`src/hw/tcv_map.svh`:
```
// Register offsets, field positions and reset values of the timer channel block.
// Assumes byte addresses on a 32-bit bus, one aligned word per register.
`ifndef TCV_MAP_SVH
`define TCV_MAP_SVH

`define TCV_CTRL_OFF 12'h000
`define TCV_CHCS_BASE 12'h00c
`define TCV_CNV_BASE 12'h010
`define TCV_CH_STRIDE 12'h008
`define TCV_STATUS_OFF 12'h050
`define TCV_TIMER_SETUP_OFF 12'h084
`define TCV_ADDR_W 12

`define TCV_CHF_BIT 7
`define TCV_WRAP_CTRL_BIT 7
`define TCV_WRAP_STAT_BIT 8
`define TCV_MODE_LSB 2
`define TCV_MODE_MSB 3
`define TCV_TRG_LSB 24
`define TCV_TRG_MSB 27

`define TCV_VAL_RESET 16'h0000
`define TCV_TRG_RESET 4'h0

`endif

```
`src/hw/tcv_pkg.sv`:
```
// Types shared by the timer channel block.
// Assumes tcv_map.svh supplies the offsets and field positions.
`default_nettype none

package tcv_pkg;

    // Channel operating mode, held in the channel control/status word
    typedef enum logic [1:0] {
        TCV_MODE_OFF,
        TCV_MODE_CAPTURE,
        TCV_MODE_COMPARE,
        TCV_MODE_PWM
    } tcv_mode_t;

endpackage : tcv_pkg

`default_nettype wire

```
`src/hw/tcv_chan_slot.sv`:
```
// One channel value slot: active value register plus compare write buffer.
// Assumes the parent qualifies writes and capture events for this channel.
`timescale 1ns/1ps
`default_nettype none
`include "tcv_map.svh"

module tcv_chan_slot #(
    parameter int VAL_W = 16
) (
    input wire logic clk_i,                        // Module clock
    input wire logic reset_i,                      // Synchronous reset, high
    input wire tcv_pkg::tcv_mode_t mode_i,         // Channel mode
    input wire logic capture_i,                    // Capture event pulse
    input wire logic [VAL_W-1:0] counter_i,        // Live counter value
    input wire logic wr_i,                         // Software write pulse
    input wire logic [VAL_W-1:0] wdata_i,          // Software write data
    input wire logic update_i,                     // Counter update point
    output logic [VAL_W-1:0] value_o               // Active value, registered
);

    logic [VAL_W-1:0] value_q;
    logic [VAL_W-1:0] value_d;
    logic [VAL_W-1:0] buf_q;
    logic [VAL_W-1:0] buf_d;
    logic is_capture;
    logic is_compare;

    assign is_capture = (mode_i == tcv_pkg::TCV_MODE_CAPTURE);
    assign is_compare = (mode_i == tcv_pkg::TCV_MODE_COMPARE) || (mode_i == tcv_pkg::TCV_MODE_PWM);

    // Capture mode drops writes; off mode fills the buffer too, so a later
    // update point after switching to compare never restores a stale word
    assign buf_d = (wr_i && !is_capture) ? wdata_i : buf_q;

    // Buffered value moves at the update point so a period never sees half a change
    assign value_d = (is_capture && capture_i) ? counter_i :
                     (is_compare && update_i) ? buf_q :
                     (wr_i && !is_capture && !is_compare) ? wdata_i :
                     value_q;

    always_ff @(posedge clk_i) begin
        if (reset_i) begin
            value_q <= VAL_W'(`TCV_VAL_RESET);
            buf_q <= VAL_W'(`TCV_VAL_RESET);
        end else begin
            value_q <= value_d;
            buf_q <= buf_d;
        end
    end

    assign value_o = value_q;
endmodule : tcv_chan_slot

`default_nettype wire

```
`src/hw/tcv_top.sv`:
```
// Timer channel value, status and trigger-select registers behind AHB-Lite.
// Assumes counter, capture edges and compare matches are produced outside
// and arrive as synchronous pulses on this clock.
`timescale 1ns/1ps
`default_nettype none
`include "tcv_map.svh"

module tcv_top #(
    parameter int NUM_CH = 6,
    parameter int VAL_W = 16
) (
    input wire logic clk_i,                            // Module clock, 100 MHz
    input wire logic reset_i,                          // Synchronous reset, high
    input wire logic hsel_i,                           // AHB slave select
    input wire logic [31:0] haddr_i,                   // AHB address
    input wire logic [1:0] htrans_i,                   // AHB transfer type
    input wire logic hwrite_i,                         // AHB write
    input wire logic [2:0] hsize_i,                    // AHB size
    input wire logic [31:0] hwdata_i,                  // AHB write data
    input wire logic hready_i,                         // AHB bus ready
    output logic [31:0] hrdata_o,                      // AHB read data
    output logic hreadyout_o,                          // AHB slave ready
    output logic hresp_o,                              // AHB response, always OKAY
    input wire logic [VAL_W-1:0] counter_value_i,      // Live counter value
    input wire logic [NUM_CH-1:0] chan_event_i,        // Channel event pulses
    input wire logic counter_wrap_i,                   // Counter overflow pulse
    input wire logic update_point_i,                   // Counter update point pulse
    output logic [NUM_CH*VAL_W-1:0] match_value_o,     // Active channel values
    output logic [2*NUM_CH-1:0] channel_mode_o,        // Channel modes
    output logic [NUM_CH-1:0] channel_event_flag_o,    // Channel event flags
    output logic counter_wrap_flag_o,                  // Counter wrap flag
    output logic [3:0] trigger_source_select_o         // Trigger input select
);

    ////////////////////////////////////////////////////////////////////////////
    // Parameter checks

    if (NUM_CH < 1 || NUM_CH > 6) begin : g_bad_ch
        $error("NUM_CH must be 1 to 6, status has six channel bits");
    end
    if (VAL_W < 1 || VAL_W > 16) begin : g_bad_w
        $error("VAL_W must be 1 to 16, the value field is bits 15-0");
    end

    ////////////////////////////////////////////////////////////////////////////
    // Address decode helper

    // True when addr is the word at base plus ch strides
    function automatic logic chan_hit(input logic [`TCV_ADDR_W-1:0] addr,
                                      input logic [`TCV_ADDR_W-1:0] base,
                                      input int ch);
        logic [`TCV_ADDR_W-1:0] target;
        target = base + `TCV_ADDR_W'(ch) * `TCV_CH_STRIDE;
        return addr == target;
    endfunction : chan_hit

    ////////////////////////////////////////////////////////////////////////////
    // AHB-Lite slave front end

    logic acc_take;
    logic acc_rd;
    logic acc_wr;
    logic wr_pend_q;
    logic [`TCV_ADDR_W-1:0] wr_addr_q;
    logic [`TCV_ADDR_W-1:0] rd_addr;
    logic [31:0] rdata_d;
    logic [31:0] hrdata_q;
    logic hreadyout_q;
    logic hresp_q;

    assign acc_take = hsel_i && htrans_i[1] && hready_i;
    assign acc_rd = acc_take && !hwrite_i;
    assign acc_wr = acc_take && hwrite_i;
    assign rd_addr = haddr_i[`TCV_ADDR_W-1:0];

    // Zero wait states: read data are prepared from the address phase
    always_ff @(posedge clk_i) begin
        if (reset_i) begin
            wr_pend_q <= 1'b0;
            wr_addr_q <= '0;
            hrdata_q <= 32'h0000_0000;
            hreadyout_q <= 1'b1;
            hresp_q <= 1'b0;
        end else begin
            wr_pend_q <= acc_wr;
            wr_addr_q <= acc_wr ? haddr_i[`TCV_ADDR_W-1:0] : wr_addr_q;
            hrdata_q <= acc_rd ? rdata_d : 32'h0000_0000;
            hreadyout_q <= 1'b1;
            hresp_q <= 1'b0;
        end
    end

    ////////////////////////////////////////////////////////////////////////////
    // Write strobes, taken in the data phase

    logic wr_ctrl;
    logic wr_status;
    logic wr_timer_setup;
    logic [NUM_CH-1:0] wr_chcs;
    logic [NUM_CH-1:0] wr_cnv;

    assign wr_ctrl = wr_pend_q && (wr_addr_q == `TCV_CTRL_OFF);
    assign wr_status = wr_pend_q && (wr_addr_q == `TCV_STATUS_OFF);
    assign wr_timer_setup = wr_pend_q && (wr_addr_q == `TCV_TIMER_SETUP_OFF);

    ////////////////////////////////////////////////////////////////////////////
    // Channels

    tcv_pkg::tcv_mode_t mode_q [NUM_CH];
    logic [NUM_CH-1:0] chf_q;
    logic [NUM_CH-1:0] chf_d;
    logic [NUM_CH-1:0] chf_clr;
    logic [VAL_W-1:0] slot_val [NUM_CH];
    logic [31:0] rd_chcs [NUM_CH];
    logic [31:0] rd_cnv [NUM_CH];

    for (genvar i = 0; i < NUM_CH; i++) begin : g_ch
        logic capture_ev;

        assign wr_chcs[i] = wr_pend_q && chan_hit(wr_addr_q, `TCV_CHCS_BASE, i);
        assign wr_cnv[i] = wr_pend_q && chan_hit(wr_addr_q, `TCV_CNV_BASE, i);

        // Either the status word or the channel's own word may clear it
        assign chf_clr[i] = (wr_status && hwdata_i[i]) ||
                            (wr_chcs[i] && hwdata_i[`TCV_CHF_BIT]);
        // Set beats clear, so an event racing the write is never lost
        assign chf_d[i] = chan_event_i[i] || (chf_q[i] && !chf_clr[i]);

        assign capture_ev = chan_event_i[i] && (mode_q[i] == tcv_pkg::TCV_MODE_CAPTURE);

        always_ff @(posedge clk_i) begin
            if (reset_i) begin
                mode_q[i] <= tcv_pkg::TCV_MODE_OFF;
                chf_q[i] <= 1'b0;
            end else begin
                mode_q[i] <= wr_chcs[i] ?
                    tcv_pkg::tcv_mode_t'(hwdata_i[`TCV_MODE_MSB:`TCV_MODE_LSB]) : mode_q[i];
                chf_q[i] <= chf_d[i];
            end
        end

        // Upper half of the write data never reaches the slot
        tcv_chan_slot #(
            .VAL_W(VAL_W)
        ) u_slot (
            .clk_i(clk_i),
            .reset_i(reset_i),
            .mode_i(mode_q[i]),
            .capture_i(capture_ev),
            .counter_i(counter_value_i),
            .wr_i(wr_cnv[i]),
            .wdata_i(hwdata_i[VAL_W-1:0]),
            .update_i(update_point_i),
            .value_o(slot_val[i])
        );

        always_comb begin
            rd_chcs[i] = 32'h0000_0000;
            rd_chcs[i][`TCV_CHF_BIT] = chf_q[i];
            rd_chcs[i][`TCV_MODE_MSB:`TCV_MODE_LSB] = mode_q[i];
            rd_cnv[i] = 32'h0000_0000;
            rd_cnv[i][VAL_W-1:0] = slot_val[i];
        end

        assign match_value_o[i*VAL_W +: VAL_W] = slot_val[i];
        assign channel_mode_o[2*i +: 2] = mode_q[i];
    end

    ////////////////////////////////////////////////////////////////////////////
    // Counter wrap flag and trigger select

    logic wrap_q;
    logic wrap_clr;
    logic [3:0] trg_q;

    assign wrap_clr = (wr_ctrl && hwdata_i[`TCV_WRAP_CTRL_BIT]) ||
                      (wr_status && hwdata_i[`TCV_WRAP_STAT_BIT]);

    // Trigger select is taken at any time; changing it while counting is software's risk
    always_ff @(posedge clk_i) begin
        if (reset_i) begin
            wrap_q <= 1'b0;
            trg_q <= `TCV_TRG_RESET;
        end else begin
            wrap_q <= counter_wrap_i || (wrap_q && !wrap_clr);
            trg_q <= wr_timer_setup ? hwdata_i[`TCV_TRG_MSB:`TCV_TRG_LSB] : trg_q;
        end
    end

    ////////////////////////////////////////////////////////////////////////////
    // Read mux

    logic [31:0] rd_status;
    logic [31:0] rd_timer_setup;
    logic [31:0] rd_ctrl;
    logic [31:0] rd_chan;

    always_comb begin
        rd_status = 32'h0000_0000;
        rd_status[NUM_CH-1:0] = chf_q;
        rd_status[`TCV_WRAP_STAT_BIT] = wrap_q;
        rd_timer_setup = 32'h0000_0000;
        rd_timer_setup[`TCV_TRG_MSB:`TCV_TRG_LSB] = trg_q;
        rd_ctrl = 32'h0000_0000;
        rd_ctrl[`TCV_WRAP_CTRL_BIT] = wrap_q;
        rd_chan = 32'h0000_0000;
        for (int i = 0; i < NUM_CH; i++) begin
            if (chan_hit(rd_addr, `TCV_CHCS_BASE, i)) begin
                rd_chan = rd_chan | rd_chcs[i];
            end else if (chan_hit(rd_addr, `TCV_CNV_BASE, i)) begin
                rd_chan = rd_chan | rd_cnv[i];
            end
        end
    end

    // Unmapped words read zero with an OKAY answer
    assign rdata_d = (rd_addr == `TCV_STATUS_OFF) ? rd_status :
                     (rd_addr == `TCV_TIMER_SETUP_OFF) ? rd_timer_setup :
                     (rd_addr == `TCV_CTRL_OFF) ? rd_ctrl :
                     rd_chan;

    ////////////////////////////////////////////////////////////////////////////
    // Outputs

    assign hrdata_o = hrdata_q;
    assign hreadyout_o = hreadyout_q;
    assign hresp_o = hresp_q;
    assign channel_event_flag_o = chf_q;
    assign counter_wrap_flag_o = wrap_q;
    assign trigger_source_select_o = trg_q;
endmodule : tcv_top

`default_nettype wire

```
`config.mk`:
```
export PLATFORM = sky130hd
export DESIGN_NAME = tcv_top
export DESIGN_NICKNAME = d
export VERILOG_FILES = /design/src/hw/tcv_pkg.sv /design/src/hw/tcv_chan_slot.sv /design/src/hw/tcv_top.sv
export VERILOG_INCLUDE_DIRS = /design/src /design/src/hw
export SDC_FILE = /design/constraint.sdc
export NUM_CORES = 1
export LEC_CHECK = 0
export BUFFER_PORTS_ARGS = -buffer_cell sky130_fd_sc_hd__buf_2
export CAP_MARGIN = 20
export CORE_ASPECT_RATIO = 0.8
export CORE_MARGIN = 2
export CORE_UTILIZATION = 25
export CTS_BUF_LIST = sky130_fd_sc_hd__clkbuf_4 sky130_fd_sc_hd__clkbuf_8
export DETAILED_ROUTE_END_ITERATION = 12
export GPL_TIMING_DRIVEN = 0
export MAX_ROUTING_LAYER = met4
export SYNTH_ARGS = -nofsm -noshare
export SYNTH_HDL_FRONTEND = slang
export SYNTH_SLANG_ARGS = --single-unit
```
`constraint.sdc`:
```
create_clock -name clk_i -period 2.45 [get_ports clk_i]
set_input_delay 0.245 -clock clk_i [delete_from_list [all_inputs] [get_ports clk_i]]
set_output_delay 0.245 -clock clk_i [all_outputs]
set_load 0.01 [all_outputs]
```
# Word level (Yosys, flattened, before mapping)
# Memory sizes are Yosys's and may differ from the RTL's.
# Index checks and enable logic that the tools add are counted.
[word_totals] mem_bits_rw=12 n_memories=1 ff_bits=248 input_bits=98
[mem_list] name="mode_q" words=6 word_bits=2 read_ports=6 rd_ports_with_merged_regs=0 write_ports=6 line="tcv_top.sv:109" source="tcv_pkg::tcv_mode_t mode_q [NUM_CH];"
[op_classes] n_reduce_logical=122 n_mux=48 n_eq_ne=46 bitwise=17
[op_table] operator="2-to-1 mux 16 bit" n=20
[op_table] operator="2-to-1 mux 32 bit" n=10
[op_table] operator="equality test 12 x 6 -> 1 bit (second input constant)" n=14
[op_table] operator="bitwise OR 32 x 16 -> 32 bit" n=5
[op_table] operator="bitwise OR 32 x 8 -> 32 bit" n=5
[op_table] operator="equality test 12 x 5 -> 1 bit (second input constant)" n=8
[op_table] operator="logical AND 1 bit" n=70
[op_table] operator="2-to-1 mux 28 bit" n=2
[op_table] operator="equality test 12 x 4 -> 1 bit (second input constant)" n=2
[op_table] operator="equality test 12 x 7 -> 1 bit (second input constant)" n=2
[op_table] operator="equality test 12 x 8 -> 1 bit (second input constant)" n=2
[op_table] operator="equality test 2 bit (second input constant)" n=12
[op_table] operator="zero test 12 bit" n=2
[op_table] operator="2-to-1 mux 2 bit" n=12
[op_table] operator="zero test 1 bit" n=20
[op_table] operator="logical OR 1 bit" n=20
[op_table] operator="nonzero test 3 bit" n=6
[op_table] operator="equality test 2 x 1 -> 1 bit (second input constant)" n=6
[op_table] operator="2-to-1 mux 9 bit" n=1
[op_table] operator="bitwise OR 1 bit" n=6
[op_table] operator="OR reduction 5 bit" n=1
[op_table] operator="OR reduction 4 bit" n=1
[op_table] operator="2-to-1 mux 1 bit" n=3
[op_table] operator="OR reduction 3 bit" n=1
[op_table] operator="2 further kinds" n=2

# Depth between registers and ports, before layout
[logic_depth] depth_word=21 depth_mapped=8

# By module
# Synthesis repeated with hierarchy kept, for this count alone.
[unflattened] hier_cells=1536 area_unflattened_um2=12054.1
[modules_own_cells] module="tcv_chan_slot" area_per_inst_um2=1445.1 instances=6 seq_area_each_um2=640.6 cells_each=187
[modules_own_cells] module="tcv_top" area_per_inst_um2=3383.2 instances=1 seq_area_each_um2=1121.1 cells_each=414

# Worst setup path after synthesis
# No wires, ideal clock.
[synth_timing] kind="register to register" from="register wr_addr_q[6]" to="register g_ch[2].u_slot.buf_q[5]" required_ns=2.322 path_stages_with_launch=9 path_buffers=3 slack_ns=0.433 arrival_ns=1.890 synth_period_minus_slack_ns=2.017 path_cell_list="dfxtp_1 > or4b_4 > buf_6 > nor3_4 > and3_1 > buf_6 > buf_12 > mux2i_1 > nor2_1"
[synth_between] elab_chain_cells=3
[synth_lines] element="start: declaration" line="tcv_top.sv:64" source="logic [`TCV_ADDR_W-1:0] wr_addr_q;"
[synth_lines] element="start signal: assignment" line="tcv_top.sv:86" source="wr_addr_q <= acc_wr ? haddr_i[`TCV_ADDR_W-1:0] : wr_addr_q;"
[synth_lines] element="equality test 12 x 6 -> 1 bit" line="tcv_top.sv:54" source="return addr == target;"
[synth_lines] element="logical AND 1 bit" line="tcv_top.sv:121" source="assign wr_cnv[i] = wr_pend_q && chan_hit(wr_addr_q, `TCV_CNV_BASE, i);"
[synth_lines] element="logical AND 1 bit" line="tcv_chan_slot.sv:33" source="assign buf_d = (wr_i && !is_capture) ? wdata_i : buf_q;"
[synth_lines] element="end signal: assignment" line="tcv_chan_slot.sv:44" source="buf_q <= VAL_W'(`TCV_VAL_RESET);"
[synth_lines] element="end signal: assignment" line="tcv_chan_slot.sv:47" source="buf_q <= buf_d;"
[synth_lines] element="end: declaration" line="tcv_chan_slot.sv:23" source="logic [VAL_W-1:0] buf_q;"
# No other way between the ends.
# A chain may end at the register's enable or synchronous reset.

# Worst setup path after layout
[layout_timing] from="input haddr_i[11]" to="register hrdata_q[8] (netlist: hrdata_o[8])"
[layout_between] elab_chain_cells=21
[layout_lines] element="start: declaration" line="tcv_top.sv:15" source="input wire logic [31:0] haddr_i,"
[layout_lines] element="equality test 12 x 5 -> 1 bit" line="tcv_top.sv:54"
[layout_lines] element="2-to-1 mux 16 bit" line="tcv_top.sv:210" source="end else if (chan_hit(rd_addr, `TCV_CNV_BASE, i)) begin"
[layout_lines] element="2-to-1 mux 16 bit" line="tcv_top.sv:208" source="if (chan_hit(rd_addr, `TCV_CHCS_BASE, i)) begin"
[layout_lines] element="bitwise OR 32 x 16 -> 32 bit" line="tcv_top.sv:211" source="rd_chan = rd_chan | rd_cnv[i];"
[layout_lines] element="2-to-1 mux 32 bit" line="tcv_top.sv:210"
[layout_lines] element="2-to-1 mux 32 bit" line="tcv_top.sv:208"
[layout_lines] element="bitwise OR 32 x 16 -> 32 bit" line="tcv_top.sv:211"
[layout_lines] element="2-to-1 mux 32 bit" line="tcv_top.sv:210"
[layout_lines] element="[... 5 more ...]"
[layout_lines] element="2-to-1 mux 32 bit" line="tcv_top.sv:210"
[layout_lines] element="2-to-1 mux 32 bit" line="tcv_top.sv:208"
[layout_lines] element="bitwise OR 32 x 16 -> 32 bit" line="tcv_top.sv:211"
[layout_lines] element="2-to-1 mux 32 bit" line="tcv_top.sv:210"
[layout_lines] element="2-to-1 mux 32 bit" line="tcv_top.sv:208"
[layout_lines] element="2-to-1 mux 28 bit" line="tcv_top.sv:219" source="(rd_addr == `TCV_CTRL_OFF) ? rd_ctrl :"
[layout_lines] element="2-to-1 mux 28 bit" line="tcv_top.sv:218" source="(rd_addr == `TCV_TIMER_SETUP_OFF) ? rd_timer_setup :"
[layout_lines] element="2-to-1 mux 9 bit (*)" line="tcv_top.sv:217" source="assign rdata_d = (rd_addr == `TCV_STATUS_OFF) ? rd_status :"
[layout_lines] element="end signal: assignment" line="tcv_top.sv:87" source="hrdata_q <= acc_rd ? rdata_d : 32'h0000_0000;"
[layout_lines] element="end: declaration" line="tcv_top.sv:67" source="logic [31:0] hrdata_q;"
# Mark *: on every way between the ends. The rest lies on a longest branch, timed or not.

==> flow_metrics.env <==
export IMPL_run_status="finished clean"
export IMPL_placementRows=74
export IMPL_port_buffers=196
export IMPL_cts_tree="built"
export IMPL_p_per_area_mw_per_mm2=566
export IMPL_htreeDepth=2
export IMPL_firstDrtPassIters=7
export IMPL_multi_input_area_mm2=0.00710
export IMPL_min_path_type="in2reg"
export IMPL_initial_utilization_pct=25.3
export IMPL_synthCells=1624
export IMPL_grt_antenna_before_repair=5
export IMPL_grt_pass1_wl_mm=86.5
export IMPL_max_slew_margin_pct=26.0
export IMPL_grt_max_degree=12
export IMPL_die_w_um=258
export IMPL_nFillCells=5519
export IMPL_routed_wl_mm=60.0
export IMPL_synthMostInstantiatedCell="a21oi_1"
export IMPL_synth_cell_types=69
export IMPL_setup_slack_ns=0.0603
export IMPL_drive_above_1_share_pct=19.3
export IMPL_setup_tns_ns=0
export IMPL_overflow=0
export IMPL_grt_pass1_vias=12800
export IMPL_synth_area_leader_cell="dfxtp_1"
export IMPL_syn_area_per_cell_um2=7.95
export IMPL_ys_seq_area_share_pct=38.5
export IMPL_critPathMaxStageDelay_ns=0.61
export IMPL_netlist_area_mm2=0.0129
export IMPL_die_area_mm2=0.0535
export IMPL_drtIter0Drc=1766
export IMPL_tightest_slew_ns=1.10
export IMPL_area_delta_synth_final_pct=23.7
export IMPL_crit_family="buffers and inverters"
export IMPL_coreArea_mm2=0.0510
export IMPL_power_w=0.00904
export IMPL_num_vias=13800
export IMPL_p_leak_nw=6.54
export IMPL_root_buffer="clkbuf_8"
export IMPL_synth_commonest_cells="a21oi_1, dfxtp_1, nand2_1, nor2_1, mux2i_1"
export IMPL_clk_latency_ns=0.60
export IMPL_path_buf_inv=4
export IMPL_vias_per_cell=5.26
export IMPL_fin_crit_sh_pct=97.5
export IMPL_crit_fanout=10
export IMPL_dp_hpwl_mm=47.7
export IMPL_worst_setup_path_end_kind="flip-flop"
export IMPL_cts_sinks=248
export IMPL_rsz0062_at_grt="false"
export IMPL_critPathRequiredTime_ns=2.94
export IMPL_avgRoutedWirePerCell_um=22.9
export IMPL_synth_ff_type="dfxtp_1"
export IMPL_ys_async_sr_fraction_pct=0
export IMPL_synth_edf_count=0
export IMPL_gp_congestion=1.01
export IMPL_drc=0
export IMPL_die_height_um=207
export IMPL_dp_cells=2516
export IMPL_area_sequential_mm2=0.00496
export IMPL_max_freq_ghz=0.418
export IMPL_period_minus_slack_ns=2.39
export IMPL_fin_util_pct=31.3
export IMPL_path_cells="dlygate4sd3_1, buf_2, nor2_1, and2_1, clkbuf_1, clkbuf_1, a32oi_1, o21ai_0"
export IMPL_cts_buffers=41
export IMPL_ir_worst_vdd_v=0.000259
export IMPL_cap_violations=0
export IMPL_dpl_worst_slack_ns=-0.654
export IMPL_final_max_slew_viol_count=0
export IMPL_drtAntennaViolNets=0
export IMPL_nets=1995
export IMPL_ys_ff_latch=248
export IMPL_critPathSlowestCell="clkbuf_1"
export IMPL_path_class="in2reg"
export IMPL_startpoint_type="primary input"
export IMPL_yosysWarnings=0
export IMPL_ctsLongestPathBuffers=3
export IMPL_crit_arrival_ns=2.88
export IMPL_hold_viol_final=0
export IMPL_clk_pin_slew_ns=0.07
export IMPL_track_usage_pct=22.4
export IMPL_crit_top_cell="clkbuf_1"
export IMPL_pin_count=251
export IMPL_finalSetupViolCount=0
export IMPL_ys_top_cells_by_area="dfxtp_1, mux2i_1, a21oi_1"
export IMPL_final_cells=2615
export IMPL_finClkSkew_ns=0.0259
export IMPL_synth_top_cell_area_share_pct=38.5
==> placed cells by master, fill, tap and decap left out, types with 6 or more instances in the layout <==
cell and n:
o31ai_4 6, nand3_1 110, mux2i_1 156, nor3_1 12, clkbuf_8 65, conb_1 14
clkbuf_1 91, o31a_1 7, buf_1 10, nor2_1 164, buf_2 217, dlygate4sd3_1 17
a22o_1 7, a22oi_1 14, o21ai_1 30, nand2_1 193, buf_6 6, dfxtp_1 248
nand4_1 10, o21ai_0 88, mux2_2 10, a21oi_1 289, nand2b_1 12, buf_4 26
clkbuf_4 10, nor2b_1 8, a31oi_1 6, nand3b_1 9
==> through the flow <==
stage / hold slack, ns / cell area [um^2]
floorplan: 0.362 / 13000
global placement: 0.438 / 14800
detailed placement: 0.445 / 14800
CTS: 0.0511 / 15900
global route: 0.0847 / 16000
finish: 0.0687 / 16000
==> worst paths after layout <==
check	end	start	slack (ns)	depth (start not counted)
min	g_ch[1].u_slot.buf_q[15]	hwdata_i[15]	0.07	4
min reg2reg	g_ch[4].u_slot.buf_q[0]	g_ch[4].u_slot.buf_q[0]	0.45	2
max	hrdata_o[8]	haddr_i[11]	0.06	8
max reg2reg	g_ch[3].u_slot.buf_q[13]	wr_addr_q[5]	0.13	8
==> report_power, final <==
part	switching, W	internal [W]
clock network	0.00188	0.00241
registers	0.0000240	0.00404
logic	0.000465	0.000211
total	0.00237	0.00667
==> logic make-up after synthesis <==
group	after synthesis	synth area share, %
compound gates	472	20.5
flops	248	38.5
mux	167	13.1
simple gates	568	20.8
other cells	2	0.0582
xor+xnor	1	0.0679
buf+inv	166	6.94
==> worst min-delay path: cells and delay by family <==
family	cells	cell delay, ns
AO/OA/AOI/OAI	1	0.05
AND/OR/NAND/NOR	1	0.05
buffers and inverters	2	0.26
==> per-layer routing <==
metal | GRT usage, % | share of wire (%) | vias up | routed length [um]
met5 | - | 0 | - | 0
met3 | 4.32 | 10 | 104 | 6030
met1 | 33.0 | 47 | 6622 | 28300
met2 | 30.5 | 40 | 756 | 24000
met4 | 6.56 | 2.8 | 0 | 1670
li1 | - | - | 6278 | -
==> final cells by class <==
class	instances	area share (%)
multi-input cells	1222	44.5
flip-flops and latches	248	31.1
clock inverters	9	0.666
repair buffers	219	7.48
diodes	2	0.0313
well taps	684	5.36
clock buffers	66	5.30
inverters	5	0.118
plain buffers	160	5.47
==> registers in the layout, indices dropped and copies added (netlist names) <==
register                 flops
channel_event_flag_o         6
counter_wrap_flag_o          1
g_ch.u_slot.buf_q           96
g_ch.u_slot.value_o         96
hrdata_o                    20
mode_q                      12
trigger_source_select_o      4
wr_addr_q                   12
wr_pend_q                    1
==> what timing repair did <==
action                                  CTS  global route
hold buffers                             17             0
endpoints found under the setup margin   36            25
resized for setup                         1             1
cloned                                    0             0
buffers inserted                          2             3
endpoints found under the hold margin    17             0
pin swaps                                 1             2
No activity file was read; power rests on OpenSTA's default activity.
